<file path="src/mamd_cfg.svh">
// Register indices, reset values, keys and address map bounds
`ifndef MAMD_CFG_SVH
`define MAMD_CFG_SVH
`define MAMD_NREG 73
`define MAMD_IX_PA_DATA 7'h00
`define MAMD_IX_PA_DIR 7'h01
`define MAMD_IX_PA_OPT 7'h02
`define MAMD_IX_ST_CTRL 7'h0B
`define MAMD_IX_ST_CAP 7'h0C
`define MAMD_IX_RT_CTRL 7'h0D
`define MAMD_IX_RT_CNTH 7'h0E
`define MAMD_IX_RT_CNTL 7'h0F
`define MAMD_IX_RT_RLDH 7'h10
`define MAMD_IX_RT_RLDL 7'h11
`define MAMD_IX_PWM_CTRL 7'h12
`define MAMD_IX_PWM0_CS 7'h13
`define MAMD_IX_PWM0_DH 7'h17
`define MAMD_IX_PWM0_DL 7'h18
`define MAMD_IX_FLASH_CS 7'h2F
`define MAMD_IX_CONV_CS 7'h34
`define MAMD_IX_CONV_H 7'h35
`define MAMD_IX_CONV_L 7'h36
`define MAMD_IX_EIRQ1 7'h37
`define MAMD_IX_MCLK_CS 7'h38
`define MAMD_IX_TRIM 7'h39
`define MAMD_IX_SYSINT 7'h3A
`define MAMD_IX_EIRQ2 7'h3D
`define MAMD_IX_AVD_TH 7'h3E
`define MAMD_IX_CKC_CS 7'h3F
`define MAMD_IX_KEY0 7'h47
`define MAMD_IX_KEY1 7'h48
`define MAMD_RST_PA_DIR 8'h08
`define MAMD_RST_PA_OPT 8'h02
`define MAMD_RST_TRIM 8'hFF
`define MAMD_RST_AVD_TH 8'h03
`define MAMD_RST_CKC_CS 8'h09
`define MAMD_KEY0_VAL 8'h55
`define MAMD_KEY1_VAL 8'hAA
`define MAMD_PIN_BIT 3
`define MAMD_REG_END 16'h007F
`define MAMD_RAM_END 16'h00FF
`define MAMD_STACK_BASE 16'h00C0
`define MAMD_FLASH_BASE 16'hFC00
`define MAMD_S0_BASE 16'hFE00
`define MAMD_S0_BASE_BIG 16'hFD00
`define MAMD_CAL_BASE 16'hDEE0
`define MAMD_CAL_END 16'hDEE3
`endif

</file>
<file path="src/mamd_pkg.sv">
// Types shared by the address map decoder
`include "mamd_cfg.svh"
package mamd_pkg;
   typedef enum logic [2:0] {
      MAMD_RG_NONE = 3'h0,
      MAMD_RG_REG = 3'h1,
      MAMD_RG_RAM = 3'h2,
      MAMD_RG_FL0 = 3'h3,
      MAMD_RG_FL1 = 3'h4,
      MAMD_RG_CAL = 3'h5
   } mamd_region_t;
   typedef struct packed {
      logic [`MAMD_NREG-1:0][7:0] regs;
      logic [31:0] prdata;
      logic pready;
      logic pin_gpio;
      logic pin_val;
      mamd_region_t region;
      logic stack_hit;
      logic [7:0] cal;
      logic cal_vld;
   } mamd_state_t;
endpackage

</file>
<file path="src/mamd_top.sv">
// Register bank and address map decoder with APB slave
//
// Operation
// - After reset the shared bit-three pin acts as reset input.
// - Pin becomes general output after 55h in key0 and AAh in key1.
// - CPU address is 16 bits, spanning a 64K space.
// - Populated: 128 register bytes, 128 RAM bytes, 1K flash; rest empty except DEE0h-DEE3h.
// - Stack window is 00C0h to 00FFh, inside RAM, 64 bytes.
// - Vectors at the top lie in flash sector 0, FE00h-FFFFh.
// - Flash has two top sectors; sector 0 size set by option.
// - DEE0h-DEE3h return calibration bytes, readable in user mode only.
// - Calibration bytes survive a full flash erase.
// - Port A data, direction, option at 0,1,2 reset 00h,08h,02h.
// - Capture register at 000Ch is read-only, resets to zero.
// - Oscillator trim at 0039h is read/write, resets to FFh.
// - Clock controller status at 003Fh is read/write, resets to 09h.
// - Voltage threshold select at 003Eh is read/write, resets to 03h.
// - Converter high byte read-only; low byte resets to zero.
// - Port data reads give pin level for input bits.
// - Key registers at 0047h and 0048h, read/write, reset 00h.
`timescale 1ns/1ns
`default_nettype none
`include "mamd_cfg.svh"
module mamd_top #(
   parameter logic [31:0] CAL_VALUES = 32'h5A5A5A5A
) (
   input wire logic CORE_CLK_IN,
   input wire logic RESET_N_IN,
   input wire logic PSEL_IN,
   input wire logic PENABLE_IN,
   input wire logic PWRITE_IN,
   input wire logic [11:0] PADDR_IN,
   input wire logic [31:0] PWDATA_IN,
   output logic [31:0] PRDATA_OUT,
   output logic PREADY_OUT,
   output logic PSLVERR_OUT,
   input wire logic [7:0] PORT_A_PINS_IN,
   input wire logic [7:0] CAPTURE_IN,
   input wire logic [15:0] COUNTER_IN,
   input wire logic [7:0] CONV_HIGH_IN,
   input wire logic [15:0] CPU_ADDR_IN,
   input wire logic USER_MODE_IN,
   input wire logic SECTOR0_OPT_IN,
   output logic [7:0] PORT_A_DATA_OUT,
   output logic [7:0] PORT_A_DIR_OUT,
   output logic PIN_GPIO_OUT,
   output logic SHARED_PIN_OUT,
   output logic [2:0] REGION_OUT,
   output logic STACK_HIT_OUT,
   output logic [7:0] CAL_DATA_OUT,
   output logic CAL_VALID_OUT
);
   // Calibration bytes live apart from flash (arbitrary default)
   //----------------------------------------
   // Register attributes
   //----------------------------------------
   function automatic logic is_impl(input logic [6:0] ix);
      case (ix)
         `MAMD_IX_PA_DATA, `MAMD_IX_PA_DIR, `MAMD_IX_PA_OPT, `MAMD_IX_ST_CTRL,
         `MAMD_IX_ST_CAP, `MAMD_IX_RT_CTRL, `MAMD_IX_RT_CNTH, `MAMD_IX_RT_CNTL,
         `MAMD_IX_RT_RLDH, `MAMD_IX_RT_RLDL, `MAMD_IX_PWM_CTRL, `MAMD_IX_PWM0_CS,
         `MAMD_IX_PWM0_DH, `MAMD_IX_PWM0_DL, `MAMD_IX_FLASH_CS, `MAMD_IX_CONV_CS,
         `MAMD_IX_CONV_H, `MAMD_IX_CONV_L, `MAMD_IX_EIRQ1, `MAMD_IX_MCLK_CS,
         `MAMD_IX_TRIM, `MAMD_IX_SYSINT, `MAMD_IX_EIRQ2, `MAMD_IX_AVD_TH,
         `MAMD_IX_CKC_CS, `MAMD_IX_KEY0, `MAMD_IX_KEY1: is_impl = 1'b1;
         default: is_impl = 1'b0;
      endcase
   endfunction

   function automatic logic is_ro(input logic [6:0] ix);
      is_ro = (ix == `MAMD_IX_ST_CAP) || (ix == `MAMD_IX_RT_CNTH) ||
              (ix == `MAMD_IX_RT_CNTL) || (ix == `MAMD_IX_CONV_H);
   endfunction

   function automatic mamd_pkg::mamd_state_t rst_state();
      mamd_pkg::mamd_state_t s;
      s = '0;
      s.region = mamd_pkg::MAMD_RG_NONE;
      s.regs[`MAMD_IX_PA_DIR] = `MAMD_RST_PA_DIR;
      s.regs[`MAMD_IX_PA_OPT] = `MAMD_RST_PA_OPT;
      s.regs[`MAMD_IX_TRIM] = `MAMD_RST_TRIM;
      s.regs[`MAMD_IX_AVD_TH] = `MAMD_RST_AVD_TH;
      s.regs[`MAMD_IX_CKC_CS] = `MAMD_RST_CKC_CS;
      return s;
   endfunction

   localparam mamd_pkg::mamd_state_t S_RST = rst_state();

   mamd_pkg::mamd_state_t s_q;
   mamd_pkg::mamd_state_t s_d;
   logic [6:0] ix;
   logic hit;
   logic [7:0] rd_byte;
   logic [7:0] dir;

   //----------------------------------------
   // Next state
   //----------------------------------------
   always_comb begin
      s_d = s_q;
      ix = PADDR_IN[8:2];
      dir = s_q.regs[`MAMD_IX_PA_DIR];
      hit = (PADDR_IN[1:0] == 2'h0) && (PADDR_IN[11:9] == 3'h0) && is_impl(ix);
      // Unmapped index reads zero, write dropped
      rd_byte = 8'h00;
      if (hit) begin
         rd_byte = s_q.regs[ix];
      end
      if (hit && ix == `MAMD_IX_PA_DATA) begin
         rd_byte = (dir & s_q.regs[ix]) | (~dir & PORT_A_PINS_IN);
      end
      // Zero-wait slave: answer in first access cycle
      s_d.pready = 1'b0;
      if (PSEL_IN && !PENABLE_IN) begin
         s_d.pready = 1'b1;
         s_d.prdata = {24'h000000, rd_byte};
      end
      if (PSEL_IN && PENABLE_IN && s_q.pready && PWRITE_IN && hit && !is_ro(ix)) begin
         s_d.regs[ix] = PWDATA_IN[7:0];
      end
      // Read-only bytes follow their sources, writes ignored
      s_d.regs[`MAMD_IX_ST_CAP] = CAPTURE_IN;
      s_d.regs[`MAMD_IX_RT_CNTH] = COUNTER_IN[15:8];
      s_d.regs[`MAMD_IX_RT_CNTL] = COUNTER_IN[7:0];
      s_d.regs[`MAMD_IX_CONV_H] = CONV_HIGH_IN;
      // Unlock is sticky until the next reset
      if (s_q.regs[`MAMD_IX_KEY0] == `MAMD_KEY0_VAL && s_q.regs[`MAMD_IX_KEY1] == `MAMD_KEY1_VAL) begin
         s_d.pin_gpio = 1'b1;
      end
      s_d.pin_val = s_d.pin_gpio & s_d.regs[`MAMD_IX_PA_DATA][`MAMD_PIN_BIT];
      // CPU side decode
      s_d.region = mamd_pkg::MAMD_RG_NONE;
      s_d.stack_hit = 1'b0;
      s_d.cal_vld = 1'b0;
      s_d.cal = 8'h00;
      if (CPU_ADDR_IN <= `MAMD_REG_END) begin
         s_d.region = mamd_pkg::MAMD_RG_REG;
      end else if (CPU_ADDR_IN <= `MAMD_RAM_END) begin
         s_d.region = mamd_pkg::MAMD_RG_RAM;
         s_d.stack_hit = CPU_ADDR_IN >= `MAMD_STACK_BASE;
      end else if (CPU_ADDR_IN >= (SECTOR0_OPT_IN ? `MAMD_S0_BASE_BIG : `MAMD_S0_BASE)) begin
         s_d.region = mamd_pkg::MAMD_RG_FL0;
      end else if (CPU_ADDR_IN >= `MAMD_FLASH_BASE) begin
         s_d.region = mamd_pkg::MAMD_RG_FL1;
      end else if (CPU_ADDR_IN >= `MAMD_CAL_BASE && CPU_ADDR_IN <= `MAMD_CAL_END && USER_MODE_IN) begin
         s_d.region = mamd_pkg::MAMD_RG_CAL;
         s_d.cal_vld = 1'b1;
         s_d.cal = CAL_VALUES[{CPU_ADDR_IN[1:0], 3'h0} +: 8];
      end
   end

   always_ff @(posedge CORE_CLK_IN or negedge RESET_N_IN) begin
      if (!RESET_N_IN) begin
         s_q <= S_RST;
      end else begin
         s_q <= s_d;
      end
   end

   //----------------------------------------
   // Outputs
   //----------------------------------------
   assign PRDATA_OUT = s_q.prdata;
   assign PREADY_OUT = s_q.pready;
   assign PSLVERR_OUT = 1'b0;
   assign PORT_A_DATA_OUT = s_q.regs[`MAMD_IX_PA_DATA];
   assign PORT_A_DIR_OUT = s_q.regs[`MAMD_IX_PA_DIR];
   assign PIN_GPIO_OUT = s_q.pin_gpio;
   assign SHARED_PIN_OUT = s_q.pin_val;
   assign REGION_OUT = s_q.region;
   assign STACK_HIT_OUT = s_q.stack_hit;
   assign CAL_DATA_OUT = s_q.cal;
   assign CAL_VALID_OUT = s_q.cal_vld;
endmodule
`default_nettype wire

</file>
<file path="config.mk">
export PLATFORM = sky130hd
export DESIGN_NAME = mamd_top
export DESIGN_NICKNAME = d
export VERILOG_FILES = /design/src/mamd_pkg.sv /design/src/mamd_top.sv
export VERILOG_INCLUDE_DIRS = /design/src
export SDC_FILE = /design/constraint.sdc
export NUM_CORES = 1
export LEC_CHECK = 0
export CAP_MARGIN = 20
export CORE_ASPECT_RATIO = 1.5
export CORE_MARGIN = 2
export CORE_UTILIZATION = 45
export DETAILED_ROUTE_END_ITERATION = 16
export DONT_BUFFER_PORTS = 1
export SLEW_MARGIN = 20
export SYNTH_ARGS = -nofsm -noshare
export SYNTH_HDL_FRONTEND = slang
export SYNTH_SLANG_ARGS = --single-unit
</file>
<file path="constraint.sdc">
create_clock -name CORE_CLK_IN -period 2.75 [get_ports CORE_CLK_IN]
set_input_delay 0.4125 -clock CORE_CLK_IN [delete_from_list [all_inputs] [get_ports CORE_CLK_IN]]
set_output_delay 0.4125 -clock CORE_CLK_IN [all_outputs]
set_load 0.01 [all_outputs]
</file>
; ---- Word level (Yosys, flattened, before mapping)
; Memory sizes are Yosys's and may differ from the RTL's.
; Index checks and enable logic that the tools add are counted.
; W data, S select, Z words.
[op_classes]
n_addsub = 0
mul = 0
div_mod_pow = 0
order_cmp = 9
n_eq_ne = 6
shift = 1
muxes = 22
bitwise = 5
n_reduce_logical = 21
[ops]
columns = op, n
row1 = $bwmux W584, 1
row2 = $bmux W8 S7, 1
row3 = $demux W8 S7, 1
row4 = $mux W9, 4
row5 = $ge A16 B16 Y1 const B, 2
row6 = $mux W8, 4
row7 = $shiftx A32 B6 Y8 const A, 1
row8 = $eq A7 B4 Y1 const B, 3
row9 = $mux W10, 2
row10 = $and A8 B8 Y8, 2
row11 = $ge A16 B16 Y1, 1
row12 = $ge A16 B8 Y1 const B, 1
row13 = $le A16 B16 Y1 const B, 1
row14 = $le A16 B7 Y1 const B, 1
row15 = $le A16 B8 Y1 const B, 1
row16 = $mux W3, 5
row17 = $logic_and A1 B1 Y1, 13
row18 = $eq A8 B7 Y1 const B, 1
row19 = $eq A8 B8 Y1 const B, 1
row20 = $lt A7 B8 Y1 const B, 1
row21 = $not A8 Y8, 1
row22 = $or A8 B8 Y8, 1
row23 = $eq A7 B6 Y1 const B, 1
row24 = $ge A7 B1 Y1 const B, 1
row25 = 8 further kinds, 13
[word_totals]
reg_bits = 608
latchBits = 0
ramBits = 0
rom_bits = 128
input_bits = 107
out_inout_bits = 65
word_cells = 147
n_memories = 1
[mem_list]
columns = name, words, word_bits, rd, rd_clocked_by_memory_dff, write_ports, line_no
row1 = (no name shown), 128, 1, 1, 0, 0, mamd_top.sv:58  ; case (ix)

; ---- Depth between registers and ports, before layout
; Gate-level depths: netlist of run 1.
[logic_depth]
depth_word = 8
mapped_depth = 11

; ---- Worst setup path before layout of run 1
; Ideal clock, no wire load.
[synth_path]
path_type = in2reg
from = input PADDR_IN[11]
to = register s_q[559] (netlist bit)
setup_time_ns = 0.125
arrival_ns = 2.355
path_slack_ns = 0.270
cell_stages = 7
path_buffers = 2
path_cell_list = or4_1 > a211oi_2 > nand3_2 > buf_6 > buf_6 > nor3_4 > mux2_2
[synth_via]
elab_chain_len = 5
[synth_rtl]
columns = item, line_no
row1 = "start, declared", mamd_top.sv:32  ; input wire logic [11:0] PADDR_IN,
row2 = $logic_not A3 Y1, mamd_top.sv:103  ; hit = (PADDR_IN[1:0] == 2'h0) && (PADDR_IN[11:9] == 3'h0) && is_impl(ix);
row3 = $logic_and A1 B1 Y1 (2 in series), mamd_top.sv:103
row4 = $logic_and A1 B1 Y1 (2 in series), mamd_top.sv:118  ; if (PSEL_IN && PENABLE_IN && s_q.pready && PWRITE_IN && hit && !is_ro(ix)) begin
row5 = "end signal, assigned", mamd_top.sv:154  ; s_q <= S_RST;
row6 = "end signal, assigned", mamd_top.sv:156  ; s_q <= s_d;
row7 = "end, declared", mamd_top.sv:89  ; mamd_pkg::mamd_state_t s_q;
; No other way between the ends.
; A chain may end at the register's enable or synchronous reset.

; ---- Worst setup path after layout of run 1
[layout_path]
from = register s_q (netlist bit PREADY_OUT)
to = register s_q[189] (netlist bit)
[layout_via]
elab_chain_len = 4
[layout_rtl]
columns = item, line_no
row1 = $logic_and A1 B1 Y1 (4 in series), mamd_top.sv:118
; No other way between the ends.

==> results of run 1 <==
[kinds of logic after synthesis]
| family | after synthesis | share of synthesized area (%) |
|---|---|---|
| other | 1 | 0.0149 |
| muxes | 337 | 18.7 |
| buffers and inverters | 544 | 9.54 |
| DFF | 600 | 59.8 |
| and+or+nand+nor | 199 | 4.93 |
| AOI/OAI and AO/OA | 229 | 6.93 |
| adders and majority gates | 2 | 0.0995 |
[final timing paths]
kind | slack [ns] | cells past startpoint | endpoint
min | -0.43 | 0 | s_q[327]$_DFFE_PN0P_
max in group asynchronous | 1.70 | 0 | s_q[194]$_DFFE_PN0P_
min in group CORE_CLK_IN | 0.03 | 2 | CAL_DATA_OUT[6]$_DFF_PN0_
min reg2reg | 0.37 | 0 | s_q[336]$_DFFE_PN0P_
max reg2reg | 0.29 | 7 | s_q[189]$_DFFE_PN0P_
max | 0.29 | 7 | s_q[189]$_DFFE_PN0P_
[critical path, cell delays in order, from the launching register on]
cell and delay (ns):
sky130_fd_sc_hd__dfrtp_1 0.39, sky130_fd_sc_hd__nand4_1 0.23, sky130_fd_sc_hd__a31oi_1 0.40, sky130_fd_sc_hd__nand3_2 0.25, sky130_fd_sc_hd__buf_4 0.23, sky130_fd_sc_hd__nor4_4 0.29
sky130_fd_sc_hd__buf_4 0.22, sky130_fd_sc_hd__mux2_2 0.33
[layout by cell type, fill, tap and decap left out, types with 15 or more instances in the layout]
master                          synthesis  layout
sky130_fd_sc_hd__clkbuf_16              0      55
sky130_fd_sc_hd__a21oi_1               22      22
sky130_fd_sc_hd__a221oi_1              43      43
sky130_fd_sc_hd__nor3_1                22      22
sky130_fd_sc_hd__buf_12                 0      17
sky130_fd_sc_hd__nand2_1               52      52
sky130_fd_sc_hd__dfrtp_1              586     586
sky130_fd_sc_hd__nand3_1               21      21
sky130_fd_sc_hd__buf_4                 79      70
sky130_fd_sc_hd__conb_1                 1      29
sky130_fd_sc_hd__dlygate4sd3_1          0      42
sky130_fd_sc_hd__mux2_2               193     193
sky130_fd_sc_hd__a22o_1                18      18
sky130_fd_sc_hd__o221ai_1              15      15
sky130_fd_sc_hd__clkinv_2               0      17
sky130_fd_sc_hd__nor2_1                18      18
sky130_fd_sc_hd__mux2i_1               35      35
sky130_fd_sc_hd__mux2_1                19      19
sky130_fd_sc_hd__o21ai_0               28      28
sky130_fd_sc_hd__mux4_2                82      82
sky130_fd_sc_hd__a22oi_1               20      20
sky130_fd_sc_hd__a31oi_1               22      22
sky130_fd_sc_hd__a221o_1               18      18
[registers in the layout, summed over array words and instances, names as in the netlist]
signal and cells:
s_q 568, PORT_A_DATA_OUT 8, PORT_A_DIR_OUT 8, PRDATA_OUT 8, REGION_OUT 3, CAL_DATA_OUT 1
PIN_GPIO_OUT 1, PREADY_OUT 1, SHARED_PIN_OUT 1, STACK_HIT_OUT 1
[power by group]
part	switching [mW]	internal [mW]	leakage [nW]
logic	0.313	0.257	3.67
clock network	3.29	4.48	0.926
registers	0.0128	8.85	8.26
[synthesized netlist by cell type, types with 4 or more instances]
cell type and number:
sky130_fd_sc_hd__nor2b_1 11, sky130_fd_sc_hd__mux2_4 8, sky130_fd_sc_hd__a21oi_1 22, sky130_fd_sc_hd__a221oi_1 43, sky130_fd_sc_hd__a22oi_1 20, sky130_fd_sc_hd__nor3_1 22
sky130_fd_sc_hd__mux2_1 19, sky130_fd_sc_hd__mux2_2 193, sky130_fd_sc_hd__a211oi_1 4, sky130_fd_sc_hd__clkbuf_1 411, sky130_fd_sc_hd__mux2i_1 35, sky130_fd_sc_hd__nand2b_1 5
sky130_fd_sc_hd__inv_1 10, sky130_fd_sc_hd__o31ai_1 4, sky130_fd_sc_hd__nor4_4 4, sky130_fd_sc_hd__nor2_1 18, sky130_fd_sc_hd__nor3_4 10, sky130_fd_sc_hd__buf_1 6
sky130_fd_sc_hd__nand2_1 52, sky130_fd_sc_hd__and2_1 7, sky130_fd_sc_hd__buf_2 34, sky130_fd_sc_hd__nand3_1 21, sky130_fd_sc_hd__a22o_1 18, sky130_fd_sc_hd__a221o_1 18
sky130_fd_sc_hd__mux4_2 82, sky130_fd_sc_hd__buf_4 79, sky130_fd_sc_hd__o22ai_1 5, sky130_fd_sc_hd__nand4_1 5, sky130_fd_sc_hd__a31oi_1 22, sky130_fd_sc_hd__o221ai_1 15
sky130_fd_sc_hd__or3_1 7, sky130_fd_sc_hd__dfrtp_1 586, sky130_fd_sc_hd__o21ai_0 28, sky130_fd_sc_hd__nor4_1 7, sky130_fd_sc_hd__dfstp_2 14
[metrics by stage]
step | worst slack (ns) | instances | utilization (%) | hold slack [ns]
after global placement | -0.0326 | 2191 | 44.3 | 0.157
final | 0.289 | 2339 | 48.5 | -0.428
after CTS | 0.317 | 2338 | 48.5 | -0.468
after detailed placement | -0.0716 | 2191 | 44.3 | 0.158
after global routing | 0.164 | 2338 | 48.5 | -0.453
after floorplan | 0.270 | 1940 | - | 0.117
[area by class of cell]
cell class / instances / area [um2] / area share [%]
sequential: 600 / 15000 / 55.9
multi-input combinational: 796 / 7820 / 29.1
clock buffer: 76 / 1590 / 5.89
timing repair buffer: 129 / 1290 / 4.78
tap: 702 / 878 / 3.27
clock inverter: 24 / 253 / 0.940
inverter: 11 / 41.3 / 0.154
antenna: 1 / 2.50 / 0.00930
[per-layer routing]
layer / global-route usage (%) / vias up / routed length [um]
met5: 0 / - / 0
met1: 26.5 / 6737 / 23700
met4: 10.2 / 0 / 3070
li1: - / 5825 / -
met2: 34.1 / 410 / 28800
met3: 3.73 / 133 / 3080
==> metrics.yaml, run 1 <==
detailed_routing:
  routed_wirelength_um: 58600
  viasPerCell: 5.60
  drt.antenna.violating_nets: 0
  post-route-drc-count: 0
  detailedRoute.firstIterationViolations: 874
  routedWlPerCell_um: 25.1
  vias: 13100
  dr.pass1.iters: 5
power_and_ir_drop:
  p_leak_nw: 12.9
  power-per-cell-area_mw_per_mm2: 640
  maximum_ir_drop_on_the_vdd_rail_v: 0.000487
  fin_total_pwr_mw: 17.2
floorplanning:
  site_row_count: 106
  fp.dieW_um: 197
  start_util_pct: 45.4
  total_die_area_mm2: 0.0578
  io_pins: 172
  fp.dieH_um: 294
  core_ar_mm2: 0.0554
cells_and_area:
  area.growth.synth_to_final_pct: 6.97
  final_nets: 1701
  drive_above_1_share_pct: 30.7
  design_area_mm2: 0.0269
  final.fill_count: 4725
setup_path:
  cp_max_fo: 10
  crit_path_start: "PREADY_OUT$_DFF_PN0_"
  worst_ep_required_time_ns: 3.22
  worstReg2RegStart: "PREADY_OUT$_DFF_PN0_"
  timing.critical_path.arrival_ns: 2.93
  criticalPathCategory: "flip-flop to flip-flop"
  end_kind: "flip-flop"
  crit_path_start_kind: "flip-flop"
global_routing:
  grt.overflow.total: 0
  grt_pass1_wl_um: 89800
  grt.total_usage_pct: 20.8
  maximum_number_of_pins_on_one_net_before_global_route_repair: 601
  antenna_violations_before_repair: 3
  grt_pass1_vias: 14100
cts:
  clock-sinks: 600
  clk-insertion-delay-late_ns: 0.59
  ctsLongestPathBuffers: 3
  cts.root.buffer_cell: "sky130_fd_sc_hd__clkbuf_16"
  numCtsBuffers: 54
  postCtsSetupRepairBufs: 0
  cts_tree: "built"
  post_cts_hold_buffer_count: 47
  clock_input_transition_at_the_sequential_cells_of_the_worst_setup_and_hold_paths_ns: 0.07
  post_cts_resize_count: 0
  cts.htree.levels: 2
synthesis:
  yosysWarningCount: 0
  synth_top_cell_area_share_pct: 58.3
  ys_dominant_reg_cell: "sky130_fd_sc_hd__dfrtp_1"
  mappedNetlistArea_mm2: 0.0251
  synthesized_instance_count: 1912
  register_area_share_after_synthesis_pct: 59.8
  postSynthRegisterBits: 600
  avgSynthCellArea_um2: 13.2
  yosysUniqueCellTypes: 78
  synth-edff-count: 0
  share_of_flip_flops_with_an_asynchronous_set_or_reset_pct: 100
  yosysTopAreaCell: "sky130_fd_sc_hd__dfrtp_1"
  synth.top_cells.by_area: "sky130_fd_sc_hd__dfrtp_1 58%, sky130_fd_sc_hd__mux2_2 8.6%, sky130_fd_sc_hd__mux4_2 7.3%"
sta:
  setup-violations-final: 0
  skew_ns: 0.0238
  slew-limit-headroom_pct: -28.1
  max_slew.worst_pin.slew_ns: 1.92
  report.final.hold_viol_count: 586
  final_max_slew_viol_count: 380
  timing.fmax_mhz: 406
  setup_total_negative_slack_ns: 0
  unrepaired_setup_endpoints_after_global_routing: "false"
  final.hold.worst_slack_ns: -0.428
  period_needed_ns: 2.46
  min_period_over_period_pct: 89.5
place:
  place.port_buffers: 0
  place_congestion: 0.857
  dpl_cell_area_mm2: 0.0245
  dp.final_hpwl_um: 37000
status:
  run_status: "finished with violations"
  violations: "negative hold slack, max-slew violations"
run:
  drv.max_cap_violation_count: 0
hold_path:
  worst_hold_path_type: "input port to asynchronous set/reset pin"
(Power assumes the default switching activity.)
==> run 2: changes to the inputs <==
--- a/config.mk
+++ b/config.mk
@@ -7,11 +7,14 @@
 export NUM_CORES = 1
 export LEC_CHECK = 0
 export CAP_MARGIN = 20
+export CELL_PAD_IN_SITES_DETAIL_PLACEMENT = 0
+export CELL_PAD_IN_SITES_GLOBAL_PLACEMENT = 2
 export CORE_ASPECT_RATIO = 1.5
 export CORE_MARGIN = 2
 export CORE_UTILIZATION = 45
 export DETAILED_ROUTE_END_ITERATION = 16
 export DONT_BUFFER_PORTS = 1
+export PLACE_DENSITY_LB_ADDON = 0.1
 export SLEW_MARGIN = 20
 export SYNTH_ARGS = -nofsm -noshare
 export SYNTH_HDL_FRONTEND = slang
==> run 2 against run 1 <==
Net effect:
- the run still ends with negative hold slack, max-slew violations left
- utilization grew 0.33 points
- clock skew rose by 0.0081 ns
- combinational power rose by 3%
- worst setup slack better by 0.15 ns
- sequential power barely moved
- global-route usage rose by 1.4 points
- register-to-register slack improved by 0.15 ns
- highest routed layer unchanged
- sequential share of layout area fell by 0.38 points
==> metrics.yaml, run 2 (same netlist as run 1, synthesis figures left out) <==
status:
  run_status: "finished with violations"  # unchanged
  violations: "negative hold slack, max-slew violations"  # unchanged
power_and_ir_drop:
  fin_total_pwr_mw: 17.7  # was 17.2 mW
  internal_power_mw: 13.9  # was 13.6 mW
  p_leak_nw: 12.9  # about the same
  seqPwrFrac_pct: 50.0  # was 51.5%
  comb_power_share_pct: 3.3  # about the same
  total_switching_power_mw: 3.82  # was 3.62 mW
  clkPwrFrac_pct: 46.7  # was 45.2%
  maximum_ir_drop_on_the_vdd_rail_v: 0.000566  # was 0.000487 V
  fraction_of_power_spent_switching_nets_pct: 21.6  # was 21.0%
  power-per-cell-area_mw_per_mm2: 655  # was 640 mW/mm2
sta:
  max_slew.worst_pin.slew_ns: 1.54  # was 1.92 ns
  setup-violations-final: 0  # unchanged
  min_period_over_period_pct: 84.2  # was 89.5%
  period_needed_ns: 2.32  # was 2.46 ns
  unrepaired_setup_endpoints_after_global_routing: "false"  # unchanged
  setup_total_negative_slack_ns: 0  # unchanged
  timing.fmax_mhz: 432  # was 406 MHz
  final_max_slew_viol_count: 76  # was 380
  skew_ns: 0.0319  # was 0.0238 ns
  report.final.hold_viol_count: 586  # unchanged
  slew-limit-headroom_pct: -2.73  # was -28.1%
  worst_slack_ns: 0.434  # was 0.289 ns
  final.hold.worst_slack_ns: -0.517  # was -0.428 ns
place:
  numPlacedInstances: 2195  # was 2191
  place.port_buffers: 0  # unchanged
  place_congestion: 0.783  # was 0.857
  dp_worst_setup_slack_ns: -0.0409  # was -0.0716 ns
  dpl_cell_area_mm2: 0.0246  # was 0.0245 mm2
  dp.final_hpwl_um: 38000  # was 37000 um
setup_path:
  end_kind: "flip-flop"  # unchanged
  crit_path_start: "PREADY_OUT$_DFF_PN0_"  # unchanged
  timing.critical_path.arrival_ns: 2.80  # was 2.93 ns
  critical_path.cell_chain: "nand4_1 -> a31oi_1 -> nand3_2 -> or4_1 -> buf_4 -> mux2_2"  # was nand4_1 -> a31oi_1 -> nand3_2 -> buf_4 -> nor4_4 -> buf_4 -> mux2_2
  worstReg2RegStart: "PREADY_OUT$_DFF_PN0_"  # unchanged
  slowest_delay_ns: 0.52  # was 0.40 ns
  worst_ep_required_time_ns: 3.24  # was 3.22 ns
  crit_path_start_kind: "flip-flop"  # unchanged
  criticalPathCategory: "flip-flop to flip-flop"  # unchanged
  cp_max_fo: 9  # was 10
  crit_slowest_cell: "sky130_fd_sc_hd__or4_1"  # was sky130_fd_sc_hd__a31oi_1
cells_and_area:
  area.growth.synth_to_final_pct: 7.70  # was 6.97%
  drive_above_1_share_pct: 30.6  # was 30.7%
  final_nets: 1711  # was 1701
  post-route-util_pct: 48.9  # was 48.5%
  layout_common_cells: "586 x sky130_fd_sc_hd__dfrtp_1, 193 x sky130_fd_sc_hd__mux2_2, 82 x sky130_fd_sc_hd__mux4_2"  # unchanged
  max_reg_flops: 568  # unchanged
  antennaDiodeCount: 0  # was 1
  final_common_cell: "sky130_fd_sc_hd__dfrtp_1"  # unchanged
  design_area_mm2: 0.0271  # was 0.0269 mm2
  registers.top_by_ff_count: "s_q"  # unchanged
  fin_cells: 2350  # was 2339
detailed_routing:
  viasPerCell: 5.55  # was 5.60
  routed_wirelength_um: 62300  # was 58600 um
  routedWlPerCell_um: 26.5  # was 25.1 um
  detailedRoute.firstIterationViolations: 914  # was 874
  post-route-drc-count: 0  # unchanged
  vias: 13000  # was 13100
  dr.pass1.iters: 4  # was 5
  drt.antenna.violating_nets: 0  # unchanged
floorplanning:
  io_pins: 172  # unchanged
  total_die_area_mm2: 0.0578  # unchanged
  fp.dieH_um: 294  # unchanged
  fp.dieW_um: 197  # unchanged
  core_ar_mm2: 0.0554  # unchanged
  site_row_count: 106  # unchanged
  start_util_pct: 45.4  # unchanged
cts:
  cts.root.buffer_cell: "sky130_fd_sc_hd__clkbuf_16"  # unchanged
  clk-insertion-delay-late_ns: 0.63  # was 0.59 ns
  numCtsBuffers: 58  # was 54
  clock-sinks: 600  # unchanged
  postCtsSetupRepairBufs: 0  # unchanged
  cts.htree.levels: 2  # unchanged
  clock_input_transition_at_the_sequential_cells_of_the_worst_setup_and_hold_paths_ns: 0.06  # was 0.07 ns
  post_cts_resize_count: 0  # unchanged
  ctsLongestPathBuffers: 3  # unchanged
  cts_tree: "built"  # unchanged
  post_cts_hold_buffer_count: 49  # was 47
global_routing:
  grt.overflow.total: 0  # unchanged
  antenna_violations_before_repair: 1  # was 3
  grt_pass1_vias: 14400  # was 14100
  maximum_number_of_pins_on_one_net_before_global_route_repair: 601  # unchanged
  grt.total_usage_pct: 22.2  # was 20.8%
  grt_pass1_wl_um: 94500  # was 89800 um
run:
  drv.max_cap_violation_count: 0  # unchanged
hold_path:
  worst_hold_path_type: "input port to asynchronous set/reset pin"  # unchanged
run 2: cell types whose count changed in the layout (fill, tap and decap cells not counted), sizes merged:
cell / delta
clkbuf: +11
inv: +1
diode: -1
buf: +6
bufinv: +1
clkinv: -7
run 2: area by class of cell:
class / instances / area, um2
repair buffers: 135 / 1350
fillers: 4776 / 28400
well taps: 702 / 878
flip-flops and latches: 600 / 15000
multi-input cells: 796 / 7820
inverters: 11 / 41.3
clock buffers: 87 / 1680
clock inverters: 19 / 275
run 2: critical path, delay by kind of cell, from the launching register on:
| kind | cells | cell delay, ns |
|---|---|---|
| buf+inv | 1 | 0.22 |
| compound gates | 1 | 0.31 |
| simple gates | 3 | 0.97 |
| flops | 1 | 0.39 |
| mux | 1 | 0.29 |
run 2: final timing paths:
path | slack (ns) | cells past startpoint | end
max | 0.43 | 6 | s_q[484]$_DFFE_PN0P_
min | -0.52 | 0 | s_q[149]$_DFF_PN0_
max reg2reg | 0.43 | 6 | s_q[484]$_DFFE_PN0P_
min reg2reg | 0.37 | 0 | s_q[353]$_DFFE_PN0P_
min in group CORE_CLK_IN | 0.04 | 2 | PRDATA_OUT[0]$_DFFE_PN0P_
max in group asynchronous | 2.01 | 0 | s_q[346]$_DFFE_PN0P_
run 2: power by group through the flow:
stage	logic [mW]	registers [mW]	clock network (mW)
after floorplan	0.480	9.02	0
after global placement	0.461	9.03	0
after detailed placement	0.462	9.03	0
after CTS	0.592	8.86	8.52
after global routing	0.622	8.86	8.90
final	0.587	8.87	8.28
run 2: metal layers:
metal / GRT usage, % / part of all wire (%) / routed length [um] / up-vias
met5: 0 / 0 / 0 / -
met4: 6.64 / 2.8 / 1760 / 0
met3: 3.87 / 4.5 / 2800 / 84
met2: 37.6 / 50 / 31200 / 297
met1: 29.3 / 43 / 26500 / 6851
li1: - / - / - / 5815
